## src/sbc_defines.svh

```systemverilog
// Offsets, field positions, codes and timing for the supervisory block
// Function
// - Reset-length field picks cold-start pulse: 20, 10, 3.6 or 1 ms least.
// - Supply below selected threshold forces Reset mode.
// - External low on the reset pin forces Reset mode.
// - Window watchdog overflow or early trigger forces Reset mode.
// - Timeout watchdog overflow with failure pending forces Reset mode.
// - Watchdog control write attempt in Normal mode forces Reset mode.
// - Leaving Off or Overtemp always passes through Reset mode; battery power-off takes Overtemp straight to Off.
// - Over-temperature outside Off: Overtemp, pin low, supply and transceiver off.
// - Temperature below release leaves Overtemp to Standby via Reset.
// - Temperature above warning sets warning status and warning event.
// - Battery below power-off level enters Off mode.
// - Start-up delay after battery power-on: Off to Reset, power-on event set.
// - Threshold field selects reset level 90, 80, 70 or 60 percent.
// - Threshold field loads from non-volatile start-up setting at power-up.
// - Enabled undervoltage event captured when supply drops below 90 percent.
// - Status bit 0 shows supply below 90 percent; powers up at 0.
// - Bus biased mid-level in Active or Listen-only modes.
// - Offline biases mid while bus active, ground after silence timeout.
// - Mode field applies only in Normal; Standby forces Offline or Offline Bias.
// - Field 01 drops transceiver offline when supply below 90 percent.
// - Field 10 stays active until reset threshold, then Reset and offline.
// - Active only in Normal, field 01 or 10, supply above its threshold.
// - Any system reset enters Reset mode and pulses the reset pin low.
// - Warm resets without undervoltage use the 1 ms shortest pulse.
`ifndef SBC_DEFINES_SVH
`define SBC_DEFINES_SVH

`define CLK_MHZ       200
`define RST_T0_US     20000
`define RST_T1_US     10000
`define RST_T2_US     3600
`define RST_T3_US     1000
`define STARTUP_US    1000
`define SILENCE_US    1000

`define REG_MODE_CTRL 8'h01
`define REG_TEMP_STAT 8'h03
`define REG_SUP_CTRL  8'h10
`define REG_SUP_STAT  8'h1b
`define REG_EV_EN     8'h1c
`define REG_TRX_CTRL  8'h20
`define REG_TRX_STAT  8'h22
`define REG_EVENTS    8'h61
`define REG_STARTUP   8'h73

`define RLC_HI        5
`define RLC_LO        4
`define RLC_RST       2'h0
`define RLC_SHORTEST  2'h3
`define THR_90        2'h0
`define EV_PO         0
`define EV_OTW        1
`define EV_UV         2
`define TS_CTS        7
`define TS_SIL        3

`define MC_OFF        3'h0
`define MC_RESET      3'h3
`define MC_STANDBY    3'h4
`define MC_OVERTEMP   3'h5
`define MC_NORMAL     3'h7
`define CMC_OFFLINE   2'h0
`define CMC_ACT_UV    2'h1
`define CMC_ACT       2'h2
`define CMC_LISTEN    2'h3

`endif

```

## src/sbc_pkg.sv

```systemverilog
// Types shared by the supervisory block
package sbc_pkg;
   typedef enum logic [2:0] {
      MODE_OFF, MODE_RESET, MODE_STANDBY, MODE_NORMAL, MODE_OVERTEMP
   } chip_mode_e;
   typedef enum logic [2:0] {
      TRX_OFF, TRX_OFFLINE, TRX_BIAS, TRX_LISTEN, TRX_ACTIVE
   } trx_mode_e;
   typedef logic [27:0] cnt_t;
   typedef struct packed {
      chip_mode_e mode;
      trx_mode_e  trx;
      cnt_t       cnt;
      cnt_t       silCnt;
      logic       silent;
      logic       cold;
      logic       done;
      logic       pinDrv;
      logic       supEn;
      logic       loaded;
      logic [1:0] thr;
      logic [1:0] reset_length_select;
      logic [1:0] transceiver_mode_select;
      logic       uvEn;
      logic       evPo;
      logic       evOtw;
      logic       evUv;
      logic       v1s;
      logic       overtemp_warning_status;
      logic [31:0] rdata;
   } state_s;
endpackage : sbc_pkg

```

## src/sbc_reset_supply_can_mode.sv

```systemverilog
// Reset sources, chip mode, supply supervision and transceiver mode choice
//
// The APB register port was decided locally.
`timescale 1ns/1ps
`default_nettype none
`include "sbc_defines.svh"

module sbc_reset_supply_can_mode
   import sbc_pkg::*;
#(
   parameter int unsigned RST_CYC0    = `RST_T0_US * `CLK_MHZ,
   parameter int unsigned RST_CYC1    = `RST_T1_US * `CLK_MHZ,
   parameter int unsigned RST_CYC2    = `RST_T2_US * `CLK_MHZ,
   parameter int unsigned RST_CYC3    = `RST_T3_US * `CLK_MHZ,
   parameter int unsigned STARTUP_CYC = `STARTUP_US * `CLK_MHZ,
   parameter int unsigned SILENCE_CYC = `SILENCE_US * `CLK_MHZ
) (
   input  wire logic        clk,
   input  wire logic        nrst,
   input  wire logic        psel,
   input  wire logic        penable,
   input  wire logic        pwrite,
   input  wire logic [11:0] paddr,
   input  wire logic [31:0] pwdata,
   output logic [31:0]      prdata,
   output logic             pready,
   output logic             pslverr,
   input  wire logic [3:0]  supplyBelow,
   input  wire logic [1:0]  startupThresholdDefault,
   input  wire logic        resetPinNIn,
   output logic             resetPinNOut,
   output logic             resetPinNOe,
   input  wire logic        wdWindowMode,
   input  wire logic        wdTimeoutMode,
   input  wire logic        wdOverflow,
   input  wire logic        wdEarlyTrigger,
   input  wire logic        watchdogFailurePending,
   input  wire logic        wdCtrlWriteAttempt,
   input  wire logic        tempOverAct,
   input  wire logic        tempBelowRel,
   input  wire logic        tempOverWarn,
   input  wire logic        batPowerOff,
   input  wire logic        batPowerOn,
   input  wire logic        busActivity,
   output chip_mode_e       chipMode,
   output trx_mode_e        trxMode,
   output logic             busBiasMid,
   output logic             supplyEnable
);

   localparam int unsigned CW = $bits(cnt_t);

   if (RST_CYC0 == 0 || RST_CYC0 >= (64'd1 << CW) ||
       RST_CYC1 == 0 || RST_CYC1 >= (64'd1 << CW) ||
       RST_CYC2 == 0 || RST_CYC2 >= (64'd1 << CW) ||
       RST_CYC3 == 0 || RST_CYC3 >= (64'd1 << CW) ||
       STARTUP_CYC == 0 || STARTUP_CYC >= (64'd1 << CW) ||
       SILENCE_CYC == 0 || SILENCE_CYC >= (64'd1 << CW)) begin : g_chk
      $error("cycle count parameter out of counter range");
   end

   // pulse width: warm resets always take the shortest
   function automatic cnt_t rstLen(input logic cold, input logic [1:0] sel);
      logic [1:0] s;
      s = cold ? sel : `RLC_SHORTEST;
      case (s)
         2'h0:    rstLen = cnt_t'(RST_CYC0);
         2'h1:    rstLen = cnt_t'(RST_CYC1);
         2'h2:    rstLen = cnt_t'(RST_CYC2);
         default: rstLen = cnt_t'(RST_CYC3);
      endcase
   endfunction : rstLen

   function automatic logic isMapped(input logic [11:0] a);
      logic [7:0] i;
      i = a[9:2];
      isMapped = (a[11:10] == 2'h0) &&
         (i == `REG_MODE_CTRL || i == `REG_TEMP_STAT ||
          i == `REG_SUP_CTRL  || i == `REG_SUP_STAT  ||
          i == `REG_EV_EN     || i == `REG_TRX_CTRL  ||
          i == `REG_TRX_STAT  || i == `REG_EVENTS    ||
          i == `REG_STARTUP);
   endfunction : isMapped

   function automatic logic [2:0] modeCode(input chip_mode_e m);
      case (m)
         MODE_RESET:    modeCode = `MC_RESET;
         MODE_STANDBY:  modeCode = `MC_STANDBY;
         MODE_NORMAL:   modeCode = `MC_NORMAL;
         MODE_OVERTEMP: modeCode = `MC_OVERTEMP;
         default:       modeCode = `MC_OFF;
      endcase
   endfunction : modeCode

   state_s r;
   state_s n;

   logic [7:0] idx;
   logic       wr;
   logic       selBelow;
   logic       belowWarn;
   logic       wdFault;
   logic       reconf;
   logic       extLow;

   assign idx       = paddr[9:2];
   assign wr        = psel && penable && pwrite && isMapped(paddr);
   // selected level; index 0 is the 90 percent comparator
   assign selBelow  = supplyBelow[r.thr];
   assign belowWarn = supplyBelow[`THR_90];
   assign wdFault   = (wdWindowMode && (wdOverflow || wdEarlyTrigger)) ||
                      (wdTimeoutMode && wdOverflow && watchdogFailurePending);
   // reconfiguration attempt only counts in Normal
   assign reconf    = wdCtrlWriteAttempt && r.mode == MODE_NORMAL;
   // pin is released in Standby, Normal and Reset after the pulse, so a low there is external
   assign extLow    = !resetPinNIn;

   always_comb begin
      n = r;
      // threshold taken from the start-up setting after power-up
      if (!r.loaded) begin
         n.thr    = startupThresholdDefault;
         n.loaded = 1'b1;
      end

      if (wr) begin
         case (idx)
            `REG_MODE_CTRL: begin
               if (pwdata[2:0] == `MC_NORMAL && r.mode == MODE_STANDBY)
                  n.mode = MODE_NORMAL;
               else if (pwdata[2:0] == `MC_STANDBY && r.mode == MODE_NORMAL)
                  n.mode = MODE_STANDBY;
            end
            `REG_SUP_CTRL: n.thr  = pwdata[1:0];
            `REG_EV_EN:    n.uvEn = pwdata[0];
            `REG_TRX_CTRL: n.transceiver_mode_select  = pwdata[1:0];
            `REG_STARTUP:  n.reset_length_select  = pwdata[`RLC_HI:`RLC_LO];
            default: ;
         endcase
      end

      // Write one to clear; a new event in the same cycle wins
      if (wr && idx == `REG_EVENTS) begin
         n.evPo  = r.evPo  && !pwdata[`EV_PO];
         n.evOtw = r.evOtw && !pwdata[`EV_OTW];
         n.evUv  = r.evUv  && !pwdata[`EV_UV];
      end

      // supply status follows the 90 percent comparator
      n.v1s = belowWarn;
      // capture on the falling crossing when enabled
      if (r.uvEn && belowWarn && !r.v1s)
         n.evUv = 1'b1;

      // warning is not monitored in Off
      n.overtemp_warning_status = tempOverWarn && r.mode != MODE_OFF;
      if (n.overtemp_warning_status && !r.overtemp_warning_status)
         n.evOtw = 1'b1;

      if (busActivity) begin
         n.silCnt = '0;
         n.silent = 1'b0;
      end else if (r.silCnt >= cnt_t'(SILENCE_CYC - 1)) begin
         n.silent = 1'b1;
      end else begin
         n.silCnt = r.silCnt + cnt_t'(1);
      end

      case (r.mode)
         MODE_OFF: begin
            if (!batPowerOn) begin
               n.cnt = '0;
            // start-up delay, then Reset with power-on event
            end else if (r.cnt >= cnt_t'(STARTUP_CYC - 1)) begin
               n.mode   = MODE_RESET;
               n.cnt    = '0;
               n.done   = 1'b0;
               n.cold   = 1'b1;
               n.evPo   = 1'b1;
               n.thr    = startupThresholdDefault;
               n.silent = 1'b1;
            end else begin
               n.cnt = r.cnt + cnt_t'(1);
            end
         end
         MODE_RESET: begin
            if (selBelow) begin
               // Undervoltage inside Reset turns it into a cold start
               n.cnt  = '0;
               n.done = 1'b0;
               n.cold = 1'b1;
            end else if (!r.done) begin
               if (r.cnt >= rstLen(r.cold, r.reset_length_select) - cnt_t'(1))
                  n.done = 1'b1;
               else
                  n.cnt = r.cnt + cnt_t'(1);
            end else if (extLow) begin
               // pin still held low outside: restart as warm
               n.cnt  = '0;
               n.done = 1'b0;
               n.cold = 1'b0;
            end else begin
               n.mode = MODE_STANDBY;
               n.cold = 1'b0;
            end
         end
         MODE_STANDBY, MODE_NORMAL: begin
            if (selBelow || extLow || wdFault || reconf) begin
               n.mode = MODE_RESET;
               n.cnt  = '0;
               n.done = 1'b0;
               n.cold = selBelow;
            end
         end
         MODE_OVERTEMP: begin
            // release goes through a cold Reset
            if (tempBelowRel) begin
               n.mode   = MODE_RESET;
               n.cnt    = '0;
               n.done   = 1'b0;
               n.cold   = 1'b1;
               n.silent = 1'b1;
            end
         end
         default: n.mode = MODE_OFF;
      endcase

      if (batPowerOff) begin
         n.mode = MODE_OFF;
         n.cnt  = '0;
      end else if (tempOverAct && r.mode != MODE_OFF) begin
         n.mode = MODE_OVERTEMP;
      end

      n.pinDrv = n.mode == MODE_OFF || n.mode == MODE_OVERTEMP ||
                 (n.mode == MODE_RESET && !n.done);
      n.supEn  = n.mode != MODE_OVERTEMP;

      // field only steers the transceiver in Normal
      case (n.mode)
         MODE_OFF, MODE_OVERTEMP: n.trx = TRX_OFF;
         MODE_NORMAL: begin
            case (n.transceiver_mode_select)
               `CMC_ACT_UV: n.trx = belowWarn ? TRX_BIAS : TRX_ACTIVE;
               `CMC_ACT:    n.trx = selBelow ? TRX_BIAS : TRX_ACTIVE;
               `CMC_LISTEN: n.trx = TRX_LISTEN;
               default:     n.trx = TRX_BIAS;
            endcase
         end
         default: n.trx = TRX_BIAS;
      endcase
      // fall to ground bias once the bus is silent
      if (n.trx == TRX_BIAS && n.silent)
         n.trx = TRX_OFFLINE;

      // Read data captured in setup so the access phase needs no wait
      n.rdata = '0;
      if (psel && !penable) begin
         case (idx)
            `REG_MODE_CTRL: n.rdata[2:0] = modeCode(r.mode);
            `REG_TEMP_STAT: n.rdata[0]   = r.overtemp_warning_status;
            `REG_SUP_CTRL:  n.rdata[1:0] = r.thr;
            `REG_SUP_STAT:  n.rdata[0]   = r.v1s;
            `REG_EV_EN:     n.rdata[0]   = r.uvEn;
            `REG_TRX_CTRL:  n.rdata[1:0] = r.transceiver_mode_select;
            `REG_TRX_STAT: begin
               n.rdata[`TS_CTS] = r.trx == TRX_ACTIVE;
               n.rdata[`TS_SIL] = r.silent;
            end
            `REG_EVENTS: begin
               n.rdata[`EV_PO]  = r.evPo;
               n.rdata[`EV_OTW] = r.evOtw;
               n.rdata[`EV_UV]  = r.evUv;
            end
            `REG_STARTUP:   n.rdata[`RLC_HI:`RLC_LO] = r.reset_length_select;
            default: ;
         endcase
         if (paddr[11:10] != 2'h0)
            n.rdata = '0;
      end else begin
         n.rdata = r.rdata;
      end
   end

   always_ff @(posedge clk or negedge nrst) begin
      if (!nrst) begin
         r        <= '0;
         r.mode   <= MODE_OFF;
         r.trx    <= TRX_OFF;
         r.pinDrv <= 1'b1;
         r.supEn  <= 1'b1;
         r.silent <= 1'b1;
         r.reset_length_select    <= `RLC_RST;
         r.transceiver_mode_select    <= `CMC_OFFLINE;
      end else begin
         r <= n;
      end
   end

   assign prdata       = r.rdata;
   assign pready       = 1'b1;
   assign pslverr      = psel && penable && !isMapped(paddr);
   assign resetPinNOut = 1'b0;
   assign resetPinNOe  = r.pinDrv;
   assign chipMode     = r.mode;
   assign trxMode      = r.trx;
   assign busBiasMid   = r.trx == TRX_ACTIVE || r.trx == TRX_LISTEN ||
                         r.trx == TRX_BIAS;
   assign supplyEnable = r.supEn;

   // Helper: cycles spent driving the pulse since the last restart
   cnt_t lowCnt;
   always_ff @(posedge clk or negedge nrst) begin
      if (!nrst)
         lowCnt <= '0;
      else if (r.mode == MODE_RESET && !r.done && !selBelow)
         lowCnt <= lowCnt + cnt_t'(1);
      else
         lowCnt <= '0;
   end

   logic calm;
   assign calm = !batPowerOff && !tempOverAct;
endmodule : sbc_reset_supply_can_mode

`default_nettype wire

```

## config.mk

```make
export PLATFORM = sky130hd
export DESIGN_NAME = sbc_reset_supply_can_mode
export DESIGN_NICKNAME = d
export VERILOG_FILES = /design/src/sbc_pkg.sv /design/src/sbc_reset_supply_can_mode.sv
export VERILOG_INCLUDE_DIRS = /design/src
export SDC_FILE = /design/constraint.sdc
export NUM_CORES = 1
export LEC_CHECK = 0
export BUFFER_PORTS_ARGS = -buffer_cell sky130_fd_sc_hd__buf_2
export CAP_MARGIN = 15
export CORE_ASPECT_RATIO = 2
export CORE_MARGIN = 5
export CORE_UTILIZATION = 50
export CTS_BUF_LIST = sky130_fd_sc_hd__clkbuf_8
export DETAILED_ROUTE_END_ITERATION = 12
export PLACE_DENSITY = 0.78
export SETUP_SLACK_MARGIN = 0.02
export SLEW_MARGIN = 30
export SYNTH_ARGS = -nofsm -noshare
export SYNTH_HDL_FRONTEND = slang
export SYNTH_SLANG_ARGS = --single-unit
export TNS_END_PERCENT = 1
```

## constraint.sdc

```tcl
create_clock -name clk -period 3.32 [get_ports clk]
set_input_delay 0.166 -clock clk [delete_from_list [all_inputs] [get_ports clk]]
set_output_delay 0.166 -clock clk [all_outputs]
set_load 0.01 [all_outputs]
```

# Word-level counts from Yosys, hierarchy flattened
# Cells that the tools add are included.
[totals]
input_bits = 68
out_inout_bits = 44
elab_cells = 203
regBits = 112
[classes]
n_eq_ne = 38
muxes = 73
n_reduce_logical = 65
add_sub_neg = 3
order_cmp = 4
[op_table]
columns = ["operator", "count"]
rows = [
  ["28-bit 2-to-1 mux", 13],
  ["28-bit case mux with 4 select lines", 1],
  ["22-bit case mux with 3 select lines", 1],
  ["3-bit 2-to-1 mux", 20],
  ["28-bit by 1-bit adder with 28-bit output, second input constant", 2],
  ["28-bit by 18-bit >= comparator with 1-bit output, second input constant", 2],
  ["29-bit 2-to-1 mux", 1],
  ["28-bit >= comparator", 1],
  ["28-bit by 1-bit subtractor with 28-bit output, second input constant", 1],
  ["8-bit by 5-bit equality test with 1-bit output, second input constant", 3],
  ["3-bit case mux with 4 select lines", 2],
  ["1-bit logical AND", 23],
  ["2-bit 2-to-1 mux", 11],
  ["3-bit by 2-bit equality test with 1-bit output, second input constant", 6],
  ["1-bit logical OR", 17],
  ["8-bit by 6-bit equality test with 1-bit output, second input constant", 2],
  ["8-bit by 7-bit equality test with 1-bit output, second input constant", 2],
  ["3-bit equality test, second input constant", 5],
  ["1-bit 2-to-1 mux", 14],
  ["3-bit != test, second input constant", 4],
  ["2-bit != test, second input constant", 5],
  ["5-bit != test, second input constant", 2],
  ["1-bit zero test", 9],
  ["3-bit case mux with 3 select lines", 1],
  ["24 further kinds", 35],
]

# Depth between registers and ports, before layout
# Gate-level depths: netlist of the first run.
[logic_depth]
ltp_word = 24
ltp_mapped = 14
ltp_nobuf = 13

# Worst setup path after synthesis of the first run
# Ideal clock, no wire load.
[synth_timing]
path_type = "reg-to-reg"
start = "register r[48] (netlist bit)"
end = "register r[88] (netlist bit)"
n_path_buf = 1
period_less_slack_ps = 2956
required_ps = 3185
path_slack_ps = 364
stages_incl_launch_ff = 14
arrival_time_ps = 2820
setup_time_ps = 135
path_cell_list = "dfrtp_1 -> nand2b_1 -> inv_1 -> ha_1 -> ha_1 -> a21o_1 -> a21o_1 -> a2111oi_2 -> nand2_1 -> o21a_1 -> a21bo_1 -> buf_2 -> o311ai_2 -> o41ai_2"
[synth_between]
elab_chain_cells = 10
elab_cells_between_ends = 12
cone_classes = "add/sub (1); order compare (1); eq/ne (3); mux (5); reduce/logical (2)"
[synth_lines]
columns = ["item", "line", "rtl"]
rows = [
  ["from (decl)", "sbc_reset_supply_can_mode.sv:95", "state_s r;"],
  ["from (signal assigned)", "sbc_reset_supply_can_mode.sv:296", "r <= n;"],
  ["2-bit 2-to-1 mux (no source line) *", "--", ""],
  ["2-bit equality test, or another cell as far along", "sbc_reset_supply_can_mode.sv:66", "case (s)"],
  ["22-bit case mux with 3 select lines *", "sbc_reset_supply_can_mode.sv:66", ""],
  ["28-bit 2-to-1 mux *", "sbc_reset_supply_can_mode.sv:192", "end else if (!r.done) begin"],
  ["28-bit 2-to-1 mux *", "sbc_reset_supply_can_mode.sv:187", "if (selBelow) begin"],
  ["28-bit 2-to-1 mux *", "sbc_reset_supply_can_mode.sv:169", "case (r.mode)"],
  ["28-bit by 1-bit subtractor with 28-bit output *", "sbc_reset_supply_can_mode.sv:193", "if (r.cnt >= rstLen(r.cold, r.reset_length_select) - cnt_t'(1))"],
  ["28-bit >= comparator *", "sbc_reset_supply_can_mode.sv:193", ""],
  ["5-bit != test (no source line) *", "--", ""],
  ["5-bit AND reduction (no source line) *", "--", ""],
]
# Mark *: on every way between the ends. The rest lies on a longest branch, timed or not. The select of a mux whose other input is x is not followed.
# A chain may end at the register's enable or synchronous reset.

# Final worst setup path of the first run
[layout_timing]
start = "register r[40] (netlist bit)"
end = "register r[99] (netlist bit)"
# Same word-level chain as after synthesis.

==> results of run 1 <==
==> final cells by class <==
cell class	count	area [um2]
Fill cell	970	4680
Inverter	16	60.1
Clock buffer	10	138
Clock inverter	5	58.8
Sequential cell	87	2180
Timing Repair Buffer	63	359
Tap cell	137	171
Multi-Input combinational cell	429	2830
==> report_power, final <==
part / switching, mW / internal [mW]
combinational: 0.210 / 0.131
sequential: 0.0204 / 1.08
clock: 0.372 / 0.366
total: 0.603 / 1.57
==> layer usage <==
| layer | track usage (%) | wire length (um) | up-vias |
|---|---|---|---|
| met5 | 0 | 0 | - |
| met4 | 10.2 | 399 | 0 |
| met3 | 2.85 | 484 | 33 |
| met2 | 37.8 | 6950 | 119 |
| met1 | 20.0 | 4420 | 2122 |
| li1 | - | - | 2060 |
==> worst paths after layout <==
path	from	endpoint	slack (ps)	depth (start not counted)
min reg2reg	prdata[0]	prdata[0]	490	1
max reg2reg	r[40]	r[99]	150	13
max in group asynchronous	nrst	r[85]	2360	2
min in group asynchronous	nrst	r[72]	400	2
max	r[40]	r[99]	150	13
min	startupThresholdDefault[0]	r[42]	40	2
==> stage by stage <==
stage / setup slack [ps] / power, mW / utilization [%] / instances / hold WS [ps]
finish: 149 / 2.18 / 55.4 / 747 / 35.8
global route: 18.4 / 2.29 / 55.4 / 747 / 19.3
CTS: 61.8 / 2.19 / 55.1 / 747 / 16.0
detailed placement: 89.1 / 1.45 / 53.0 / 730 / 274
global placement: 217 / 1.43 / 53.0 / 730 / 363
floorplan: 364 / 1.34 / - / 590 / -130
==> state kept, by name, summed over array words and instances (netlist names) <==
register,cells
r,72
chipMode,3
resetPinNOe,1
trxMode,3
supplyEnable,1
prdata,7
==> cells by family (layout without fill, tap and decap cells) <==
| logic type | after synthesis | count (layout) | synth area share (%) |
|---|---|---|---|
| buffers and inverters | 74 | 94 | 8.28 |
| xor gates and xnor gates | 18 | 18 | 2.96 |
| AOI/OAI and AO/OA | 122 | 122 | 17.9 |
| and+or+nand+nor | 225 | 225 | 21.6 |
| DFF | 87 | 87 | 41.0 |
| other | 2 | 29 | 0.141 |
| muxes | 10 | 10 | 2.30 |
| adders and majority gates | 25 | 25 | 5.83 |
==> timing repair <==
| action | 4_1_cts | 5_1_grt |
|---|---|---|
| gates resized for setup | 0 | 5 |
| endpoints found under the hold margin | 85 | 0 |
| endpoints found under the setup margin | 0 | 21 |
| hold buffers | 2 | 0 |
==> placed cells by master, fill, tap and decap left out, types with 3 or more instances in the layout <==
| master | n |
|---|---|
| clkbuf_8 | 10 |
| a31oi_1 | 5 |
| o21ai_0 | 17 |
| a32o_1 | 3 |
| nor4_1 | 10 |
| dfstp_2 | 3 |
| buf_2 | 54 |
| nor2b_1 | 15 |
| conb_1 | 29 |
| o31ai_1 | 19 |
| nor3_1 | 11 |
| mux2_2 | 8 |
| buf_4 | 5 |
| and4_1 | 3 |
| or2_2 | 3 |
| a211oi_1 | 5 |
| nand3_1 | 29 |
| a221oi_1 | 3 |
| and3_1 | 15 |
| or3_1 | 3 |
| nand2_1 | 52 |
| inv_1 | 17 |
| a21oi_1 | 11 |
| nand2b_1 | 8 |
| o211ai_1 | 19 |
| nand4_1 | 4 |
| a21o_1 | 8 |
| and2_1 | 9 |
| a22o_1 | 9 |
| a2111oi_4 | 3 |
| xnor2_1 | 6 |
| dfrtp_1 | 84 |
| ha_1 | 23 |
| o22ai_1 | 3 |
| nor4b_1 | 3 |
| xor2_1 | 12 |
| nor2_1 | 49 |
==> qor.yml, run 1 <==
timing:
  max_slew_margin_pct: 47.8
  hold_viol: 0
  tightestPinTransition_ps: 783
  grt_setup_unrepaired: "no"
  fin_crit_sh_pct: 95.5
  fmax_mhz: 315
  clock_skew_ps: 15.5
  finalMaxSlewViolations: 0
  fin_tns_setup_ps: 0
  finalSetupViolations: 0
  period_needed_ps: 3170
global_routing:
  grt_usage_pct: 19.6
  grt_pass1_vias: 4465
  grt_overflow: 0
  grt_start_max_net_pins: 88
  antenna_found_initial: 0
  grt_pass1_wl_um: 20900
drt:
  ant_nets: 0
  viasPerCell: 5.80
  routed_wl_um: 12200
  drt_first_pass_iters: 5
  drc: 0
  drtIter0Drc: 155
  vias: 4334
  routedWlPerCell_um: 16.4
clock_tree:
  postCtsSetupBuffers: 0
  cts-buffers-inserted: 9
  htree_levels: 3
  cts.path.max_buffers: 2
  insertion_delay_ps: 360
  cts.sinks: 87
  root_buffer: "clkbuf_8"
  path_clk_slew_ps: 90
  cts_tree: "built"
min_path:
  hold_class: "in2reg"
synthesis:
  synth_edf_count: 0
  yosys_warnings: 0
  synth_flop_cell: "dfrtp_1"
  synth_common_cells: "84 x dfrtp_1, 52 x nand2_1, 49 x nor2_1"
  yosysTopAreaCell: "dfrtp_1"
  ys_ff_latch: 87
  post-synth-top-count-cell: "dfrtp_1"
  syn_area_per_cell_um2: 9.45
  synth_top_cell_area_share_pct: 39.5
  synthCells: 563
  ys_types: 65
  synth_seq_area_share_pct: 41.0
  syn-cell-area_mm2: 0.00532
  synth_area_leaders: "dfrtp_1 40%, buf_4 5.6%, ha_1 5.6%"
  ys_async_sr_fraction_pct: 100
floorplan:
  core_mm2: 0.0105
  rows: 53
  die_height_um: 156
  fp.dieW_um: 82.9
  dieArea_mm2: 0.0129
  start_util_pct: 50.8
  ios: 112
place:
  gp_congestion: 0.923
  dp_hpwl_um: 9510
  dpl_cell_area_mm2: 0.00555
  portBuffers: 55
critical_path:
  crit_top_cell: "a21o_1"
  crit_path_start_kind: "flip-flop"
  critPathSlowestCell: "dfrtp_1"
  crit_arrival_ps: 3400
  crit_path_max_fanout: 13
  cp.required_ps: 3550
  crit_family: "compound AO/OA/AOI/OAI gates"
  cp_cell_sequence: "nand2b_1 > inv_1 > ha_2 > ha_1 > a21o_1 > a21o_1 > a2111oi_4 > nand2_1 > o21a_1 > a21bo_1 > buf_4 > o211ai_1 > o31ai_2"
  path_class: "reg2reg"
  end_kind: "flip-flop"
  path_buf_inv: 2
  cpPeakStageDelay_ps: 400
power_and_ir_drop:
  powerDensity_mw_per_mm2: 375
  vdd_ir_drop_max_mv: 0.432
  p_leak_nw: 2.73
cells_and_area:
  drive_gt1_share_pct: 17.0
  final_design_area_no_fill_mm2: 0.00580
  fin_nets: 698
  area_delta_synth_final_pct: 9.01
  antenna_cells: 0
status:
  status: "complete, no violations"
run:
  max_cap_viol_count: 0
No activity file was read; power rests on OpenSTA's default activity.
==> run 2, diff against run 1 <==
--- a/config.mk
+++ b/config.mk
@@ -6,14 +6,14 @@
 export SDC_FILE = /design/constraint.sdc
 export NUM_CORES = 1
 export LEC_CHECK = 0
-export BUFFER_PORTS_ARGS = -buffer_cell sky130_fd_sc_hd__buf_2
 export CAP_MARGIN = 15
 export CORE_ASPECT_RATIO = 2
 export CORE_MARGIN = 5
 export CORE_UTILIZATION = 50
 export CTS_BUF_LIST = sky130_fd_sc_hd__clkbuf_8
 export DETAILED_ROUTE_END_ITERATION = 12
-export PLACE_DENSITY = 0.78
+export DONT_BUFFER_PORTS = 1
+export PLACE_DENSITY = 0.69
 export SETUP_SLACK_MARGIN = 0.02
 export SLEW_MARGIN = 30
 export SYNTH_ARGS = -nofsm -noshare
==> run 2 against run 1 <==
Cell count down 5.4%. Clock skew down 3.6 ps. Clock power up 5.4%. Combinational power down 5%. Sequential power about the same. Critical path type unchanged. Critical endpoint is now r[90]. Largest power group unchanged.
==> qor.yml, run 2 (synthesis gave the netlist of run 1 again) <==
global_routing:
  grt_pass1_vias: 4288  # was 4465
  grt_overflow: 0  # unchanged
  grt_start_max_net_pins: 88  # unchanged
  grt_usage_pct: 19.6  # about the same
  antenna_found_initial: 0  # unchanged
  grt_pass1_wl_um: 20600  # was 20900 um
floorplan:
  rows: 53  # unchanged
  core_mm2: 0.0105  # unchanged
  fp.dieW_um: 82.9  # unchanged
  start_util_pct: 50.8  # unchanged
  die_height_um: 156  # unchanged
  dieArea_mm2: 0.0129  # unchanged
  ios: 112  # unchanged
place:
  portBuffers: 0  # was 55
  gp_congestion: 0.848  # was 0.923
  dpl_cell_area_mm2: 0.00528  # was 0.00555 mm2
  placed_cells: 675  # was 730
  dp_hpwl_um: 9250  # was 9510 um
timing:
  max_slew_margin_pct: 51.1  # was 47.8%
  hold_viol: 0  # unchanged
  tightestPinTransition_ps: 730  # was 783 ps
  fmax_mhz: 320  # was 315 MHz
  fin_crit_sh_pct: 94.0  # was 95.5%
  grt_setup_unrepaired: "no"  # unchanged
  finalMaxSlewViolations: 0  # unchanged
  finalSetupViolations: 0  # unchanged
  fin_tns_setup_ps: 0  # unchanged
  period_needed_ps: 3120  # was 3170 ps
  clock_skew_ps: 12.0  # was 15.5 ps
cells_and_area:
  final_cells: 707  # was 747
  area_delta_synth_final_pct: 6.94  # was 9.01%
  nFillCells: 1012  # was 970
  final_design_area_no_fill_mm2: 0.00569  # was 0.00580 mm2
  layout_common_cells: "83 x dfrtp_1, 52 x nand2_1, 49 x nor2_1, 29 x nand3_1, 29 x conb_1"  # was 84 x dfrtp_1, 54 x buf_2, 52 x nand2_1, 49 x nor2_1
  drive_gt1_share_pct: 9.30  # was 17.0%
  antenna_cells: 0  # unchanged
  largest_reg_flops: 72  # unchanged
  fin_nets: 657  # was 698
  final_common_cell: "dfrtp_1"  # unchanged
  regMostFlops: "r"  # unchanged
power_and_ir_drop:
  vdd_ir_drop_max_mv: 0.357  # was 0.432 mV
  p_seq_share_pct: 50.0  # was 50.4%
  switching_share_pct: 29.0  # was 27.7%
  powerDensity_mw_per_mm2: 387  # was 375 mW/mm2
  p_leak_nw: 2.57  # was 2.73 nW
  combPwrFrac_pct: 14.7  # was 15.7%
  intPower_mw: 1.56  # was 1.57 mW
  p_total_mw: 2.20  # was 2.18 mW
  p_clk_share_pct: 35.3  # was 33.9%
  switching_power_mw: 0.639  # was 0.603 mW
drt:
  drt_first_pass_iters: 4  # was 5
  viasPerCell: 5.94  # was 5.80
  drtIter0Drc: 150  # was 155
  drc: 0  # unchanged
  vias: 4201  # was 4334
  routed_wl_um: 12300  # was 12200 um
  routedWlPerCell_um: 17.4  # was 16.4 um
  ant_nets: 0  # unchanged
critical_path:
  end_kind: "flip-flop"  # unchanged
  crit_path_max_fanout: 14  # was 13
  path_class: "reg2reg"  # unchanged
  crit_arrival_ps: 3380  # was 3400 ps
  crit_path_start_kind: "flip-flop"  # unchanged
  cp.required_ps: 3580  # was 3550 ps
clock_tree:
  postCtsSetupBuffers: 0  # unchanged
  insertion_delay_ps: 370  # was 360 ps
  htree_levels: 3  # unchanged
  cts.sinks: 87  # unchanged
  root_buffer: "clkbuf_8"  # unchanged
  cts-buffers-inserted: 9  # unchanged
  path_clk_slew_ps: 100  # was 90 ps
  cts_tree: "built"  # unchanged
  cts.path.max_buffers: 2  # unchanged
min_path:
  hold_class: "in2reg"  # unchanged
run:
  max_cap_viol_count: 0  # unchanged
status:
  status: "complete, no violations"  # unchanged
## run 2: area by class of cell
type	instances	area (um2)	share of cell area [%]
Sequential cell	87	2180	38.3
Clock inverter	7	77.6	1.36
Clock buffer	9	124	2.18
Timing Repair Buffer	22	243	4.27
Inverter	16	60.1	1.06
Tap cell	137	171	3.01
Multi-Input combinational cell	429	2830	49.8
## run 2: layer usage
layer	GRT usage [%]	vias up	wire length, um
met5	0	-	0
li1	-	1984	-
met1	20.0	2048	4460
met4	12.2	0	622
met2	36.0	124	6620
met3	4.12	45	586
## run 2: worst paths after layout
check                           startpoint      to  slack (ps)  cells past startpoint
min in group asynchronous             nrst   r[80]         360                      2
worst max-delay path                 r[48]   r[90]         200                     13
max in group asynchronous             nrst   r[49]        2600                      2
worst min register to register      r[101]  r[101]         490                      1
worst min-delay path             pwdata[0]   r[42]          20                      3
worst max register to register       r[48]   r[90]         200                     13
## run 2: what timing repair did
action | CTS | global route
setup endpoints to repair | 0 | 22
hold buffers | 16 | 0
endpoints found under the hold margin | 133 | 0
resized for setup | 0 | 5
## run 2: metrics by stage
step,setup WS [ps],hold WS [ps],util [%]
after global routing,17.4,12.4,54.3
after CTS,112,8.22,54.0
after floorplan,364,-130,-
final,198,24.3,54.3
after detailed placement,126,-126,50.4
after global placement,207,-126,50.4
## run 2: power groups by stage
stage / Clock (mW) / Combinational [mW] / Sequential, mW
6_report: 0.778 / 0.324 / 1.10
5_1_grt: 0.851 / 0.363 / 1.10
4_1_cts: 0.794 / 0.317 / 1.10
3_5_place_dp: 0 / 0.270 / 1.12
3_3_place_gp: 0 / 0.250 / 1.11
2_1_floorplan: 0 / 0.228 / 1.11
## run 2: worst max-delay path, stage by stage (launching register included)
cell and delay (ps):
dfrtp_2 460, buf_4 150, nand2b_1 120, ha_1 290, ha_1 200, a21o_1 150, a21o_1 200, a2111oi_4 380
nand2_1 80, o21a_1 230, a21bo_1 280, buf_12 170, o211ai_1 190, o31ai_1 100
==> run 3, diff against run 2 <==
--- a/config.mk
+++ b/config.mk
@@ -10,7 +10,7 @@
 export CORE_ASPECT_RATIO = 2
 export CORE_MARGIN = 5
 export CORE_UTILIZATION = 50
-export CTS_BUF_LIST = sky130_fd_sc_hd__clkbuf_8
+export CTS_BUF_LIST = sky130_fd_sc_hd__clkbuf_16
 export DETAILED_ROUTE_END_ITERATION = 12
 export DONT_BUFFER_PORTS = 1
 export PLACE_DENSITY = 0.69
==> run 3 against run 2 <==
Total power is 12% higher. Critical endpoint unchanged. Global-route usage grew 0.089 points. Sequential power is essentially flat. Setup slack lost 16 ps. Sequential share of layout area decreased by 0.54 points. Cell count down 0.28%.
==> qor.yml, run 3 (synthesis gave the netlist of run 1 again) <==
drt:
  routedWlPerCell_um: 17.5  # was 17.4 um
  viasPerCell: 5.95  # was 5.94
  drc: 0  # unchanged
  routed_wl_um: 12300  # about the same
  ant_nets: 0  # unchanged
  drtIter0Drc: 180  # was 150
  drt_first_pass_iters: 5  # was 4
  vias: 4194  # was 4201
global_routing:
  grt_start_max_net_pins: 88  # unchanged
  antenna_found_initial: 0  # unchanged
  grt_usage_pct: 19.7  # was 19.6%
  grt_pass1_vias: 4285  # was 4288
  grt_pass1_wl_um: 20600  # about the same
  grt_overflow: 0  # unchanged
timing:
  tightestPinTransition_ps: 740  # was 730 ps
  period_needed_ps: 3140  # was 3120 ps
  grt_setup_unrepaired: "yes"  # was no
  finalSetupViolations: 0  # unchanged
  clock_skew_ps: 6.90  # was 12.0 ps
  max_slew_margin_pct: 50.4  # was 51.1%
  fmax_mhz: 319  # was 320 MHz
  holdWs_ps: 23.1  # was 24.3 ps
  finalMaxSlewViolations: 0  # unchanged
  hold_viol: 0  # unchanged
  fin_crit_sh_pct: 94.5  # was 94.0%
  fin_tns_setup_ps: 0  # unchanged
clock_tree:
  htree_levels: 3  # unchanged
  root_buffer: "clkbuf_16"  # was clkbuf_8
  cts_tree: "built"  # unchanged
  cts.path.max_buffers: 2  # unchanged
  path_clk_slew_ps: 70  # was 100 ps
  cts.sinks: 87  # unchanged
  cts-buffers-inserted: 9  # unchanged
  insertion_delay_ps: 340  # was 370 ps
power_and_ir_drop:
  vdd_ir_drop_max_mv: 0.354  # was 0.357 mV
  powerDensity_mw_per_mm2: 427  # was 387 mW/mm2
  p_leak_nw: 2.61  # was 2.57 nW
min_path:
  hold_class: "in2reg"  # unchanged
place:
  dpl_cell_area_mm2: 0.00528  # unchanged
  portBuffers: 0  # unchanged
  dp_hpwl_um: 9250  # unchanged
  gp_congestion: 0.848  # unchanged
  placed_cells: 675  # unchanged
run:
  max_cap_viol_count: 0  # unchanged
floorplan:
  die_height_um: 156  # unchanged
  ios: 112  # unchanged
  core_mm2: 0.0105  # unchanged
  dieArea_mm2: 0.0129  # unchanged
  fp.dieW_um: 82.9  # unchanged
  rows: 53  # unchanged
  start_util_pct: 50.8  # unchanged
cells_and_area:
  final_common_cell: "dfrtp_1"  # unchanged
  final_cells: 705  # was 707
  final_design_area_no_fill_mm2: 0.00577  # was 0.00569 mm2
  layout_common_cells: "83 x dfrtp_1, 52 x nand2_1, 49 x nor2_1, 29 x nand3_1, 29 x conb_1"  # unchanged
  regMostFlops: "r"  # unchanged
  area_delta_synth_final_pct: 8.46  # was 6.94%
  antenna_cells: 0  # unchanged
  drive_gt1_share_pct: 9.33  # was 9.30%
  fin_nets: 655  # was 657
  finish.utilization_pct: 55.1  # was 54.3%
  largest_reg_flops: 72  # unchanged
critical_path:
  crit_path_max_fanout: 14  # unchanged
  crit_path_start_kind: "flip-flop"  # unchanged
  crit_arrival_ps: 3360  # was 3380 ps
  cp.required_ps: 3540  # was 3580 ps
  end_kind: "flip-flop"  # unchanged
  path_class: "reg2reg"  # unchanged
status:
  status: "complete, no violations"  # unchanged
==> run 3: critical path: stages, from the launching register on <==
cell and delay, ps:
dfrtp_2 450, buf_4 150, nand2b_1 120, ha_1 290
ha_1 200, a21o_1 160, a21o_1 200, a2111oi_4 380
nand2_1 80, o21a_1 230, a21bo_1 280, buf_12 170
o211ai_1 190, o31ai_1 100
==> run 3: final timing paths <==
check | startpoint | to | slack, ps | cells after the start
min in group asynchronous | nrst | r[80] | 390 | 2
worst max register to register | r[48] | r[90] | 180 | 13
worst min-delay path | busActivity | r[49] | 20 | 1
worst max-delay path | r[48] | r[90] | 180 | 13
worst min register to register | r[101] | r[101] | 490 | 1
max in group asynchronous | nrst | r[49] | 2550 | 2
==> run 3: report_power, final <==
| group | total (mW) | internal (mW) | leakage [nW] | switching, mW |
|---|---|---|---|---|
| combinational | 0.323 | 0.128 | 1.27 | 0.195 |
| sequential | 1.10 | 1.08 | 1.19 | 0.0236 |
| clock | 1.04 | 0.593 | 0.152 | 0.449 |
==> run 3: routing by layer <==
layer  vias to the layer above  global-route usage, %  share of wire (%)
met2                       130                   36.4                 54
met5                         -                      0                  0
met3                        46                   4.33                4.6
li1                       1984                      -                  -
met1                      2034                   19.5                 36
met4                         0                   12.9                5.5
==> run 3: cell type report <==
cell class | count | area (um2)
Fill cell | 993 | 4710
Multi-Input combinational cell | 429 | 2830
Sequential cell | 87 | 2180
Clock buffer | 9 | 225
Timing Repair Buffer | 20 | 223
Tap cell | 137 | 171
Clock inverter | 7 | 77.6
Inverter | 16 | 60.1
==> run 3: what timing repair did <==
item / in CTS / in global routing
buffers inserted: 0 / 0
hold buffers: 14 / 0
resized for setup: 0 / 5
endpoints found under the setup margin: 0 / 22
hold endpoints to repair: 129 / 0
==> run 3: stage by stage <==
stage	total power, mW	setup WS (ps)
final	2.47	182
after detailed placement	1.39	126
after CTS	2.47	113
after global routing	2.58	2.48
after floorplan	1.34	364
after global placement	1.37	207
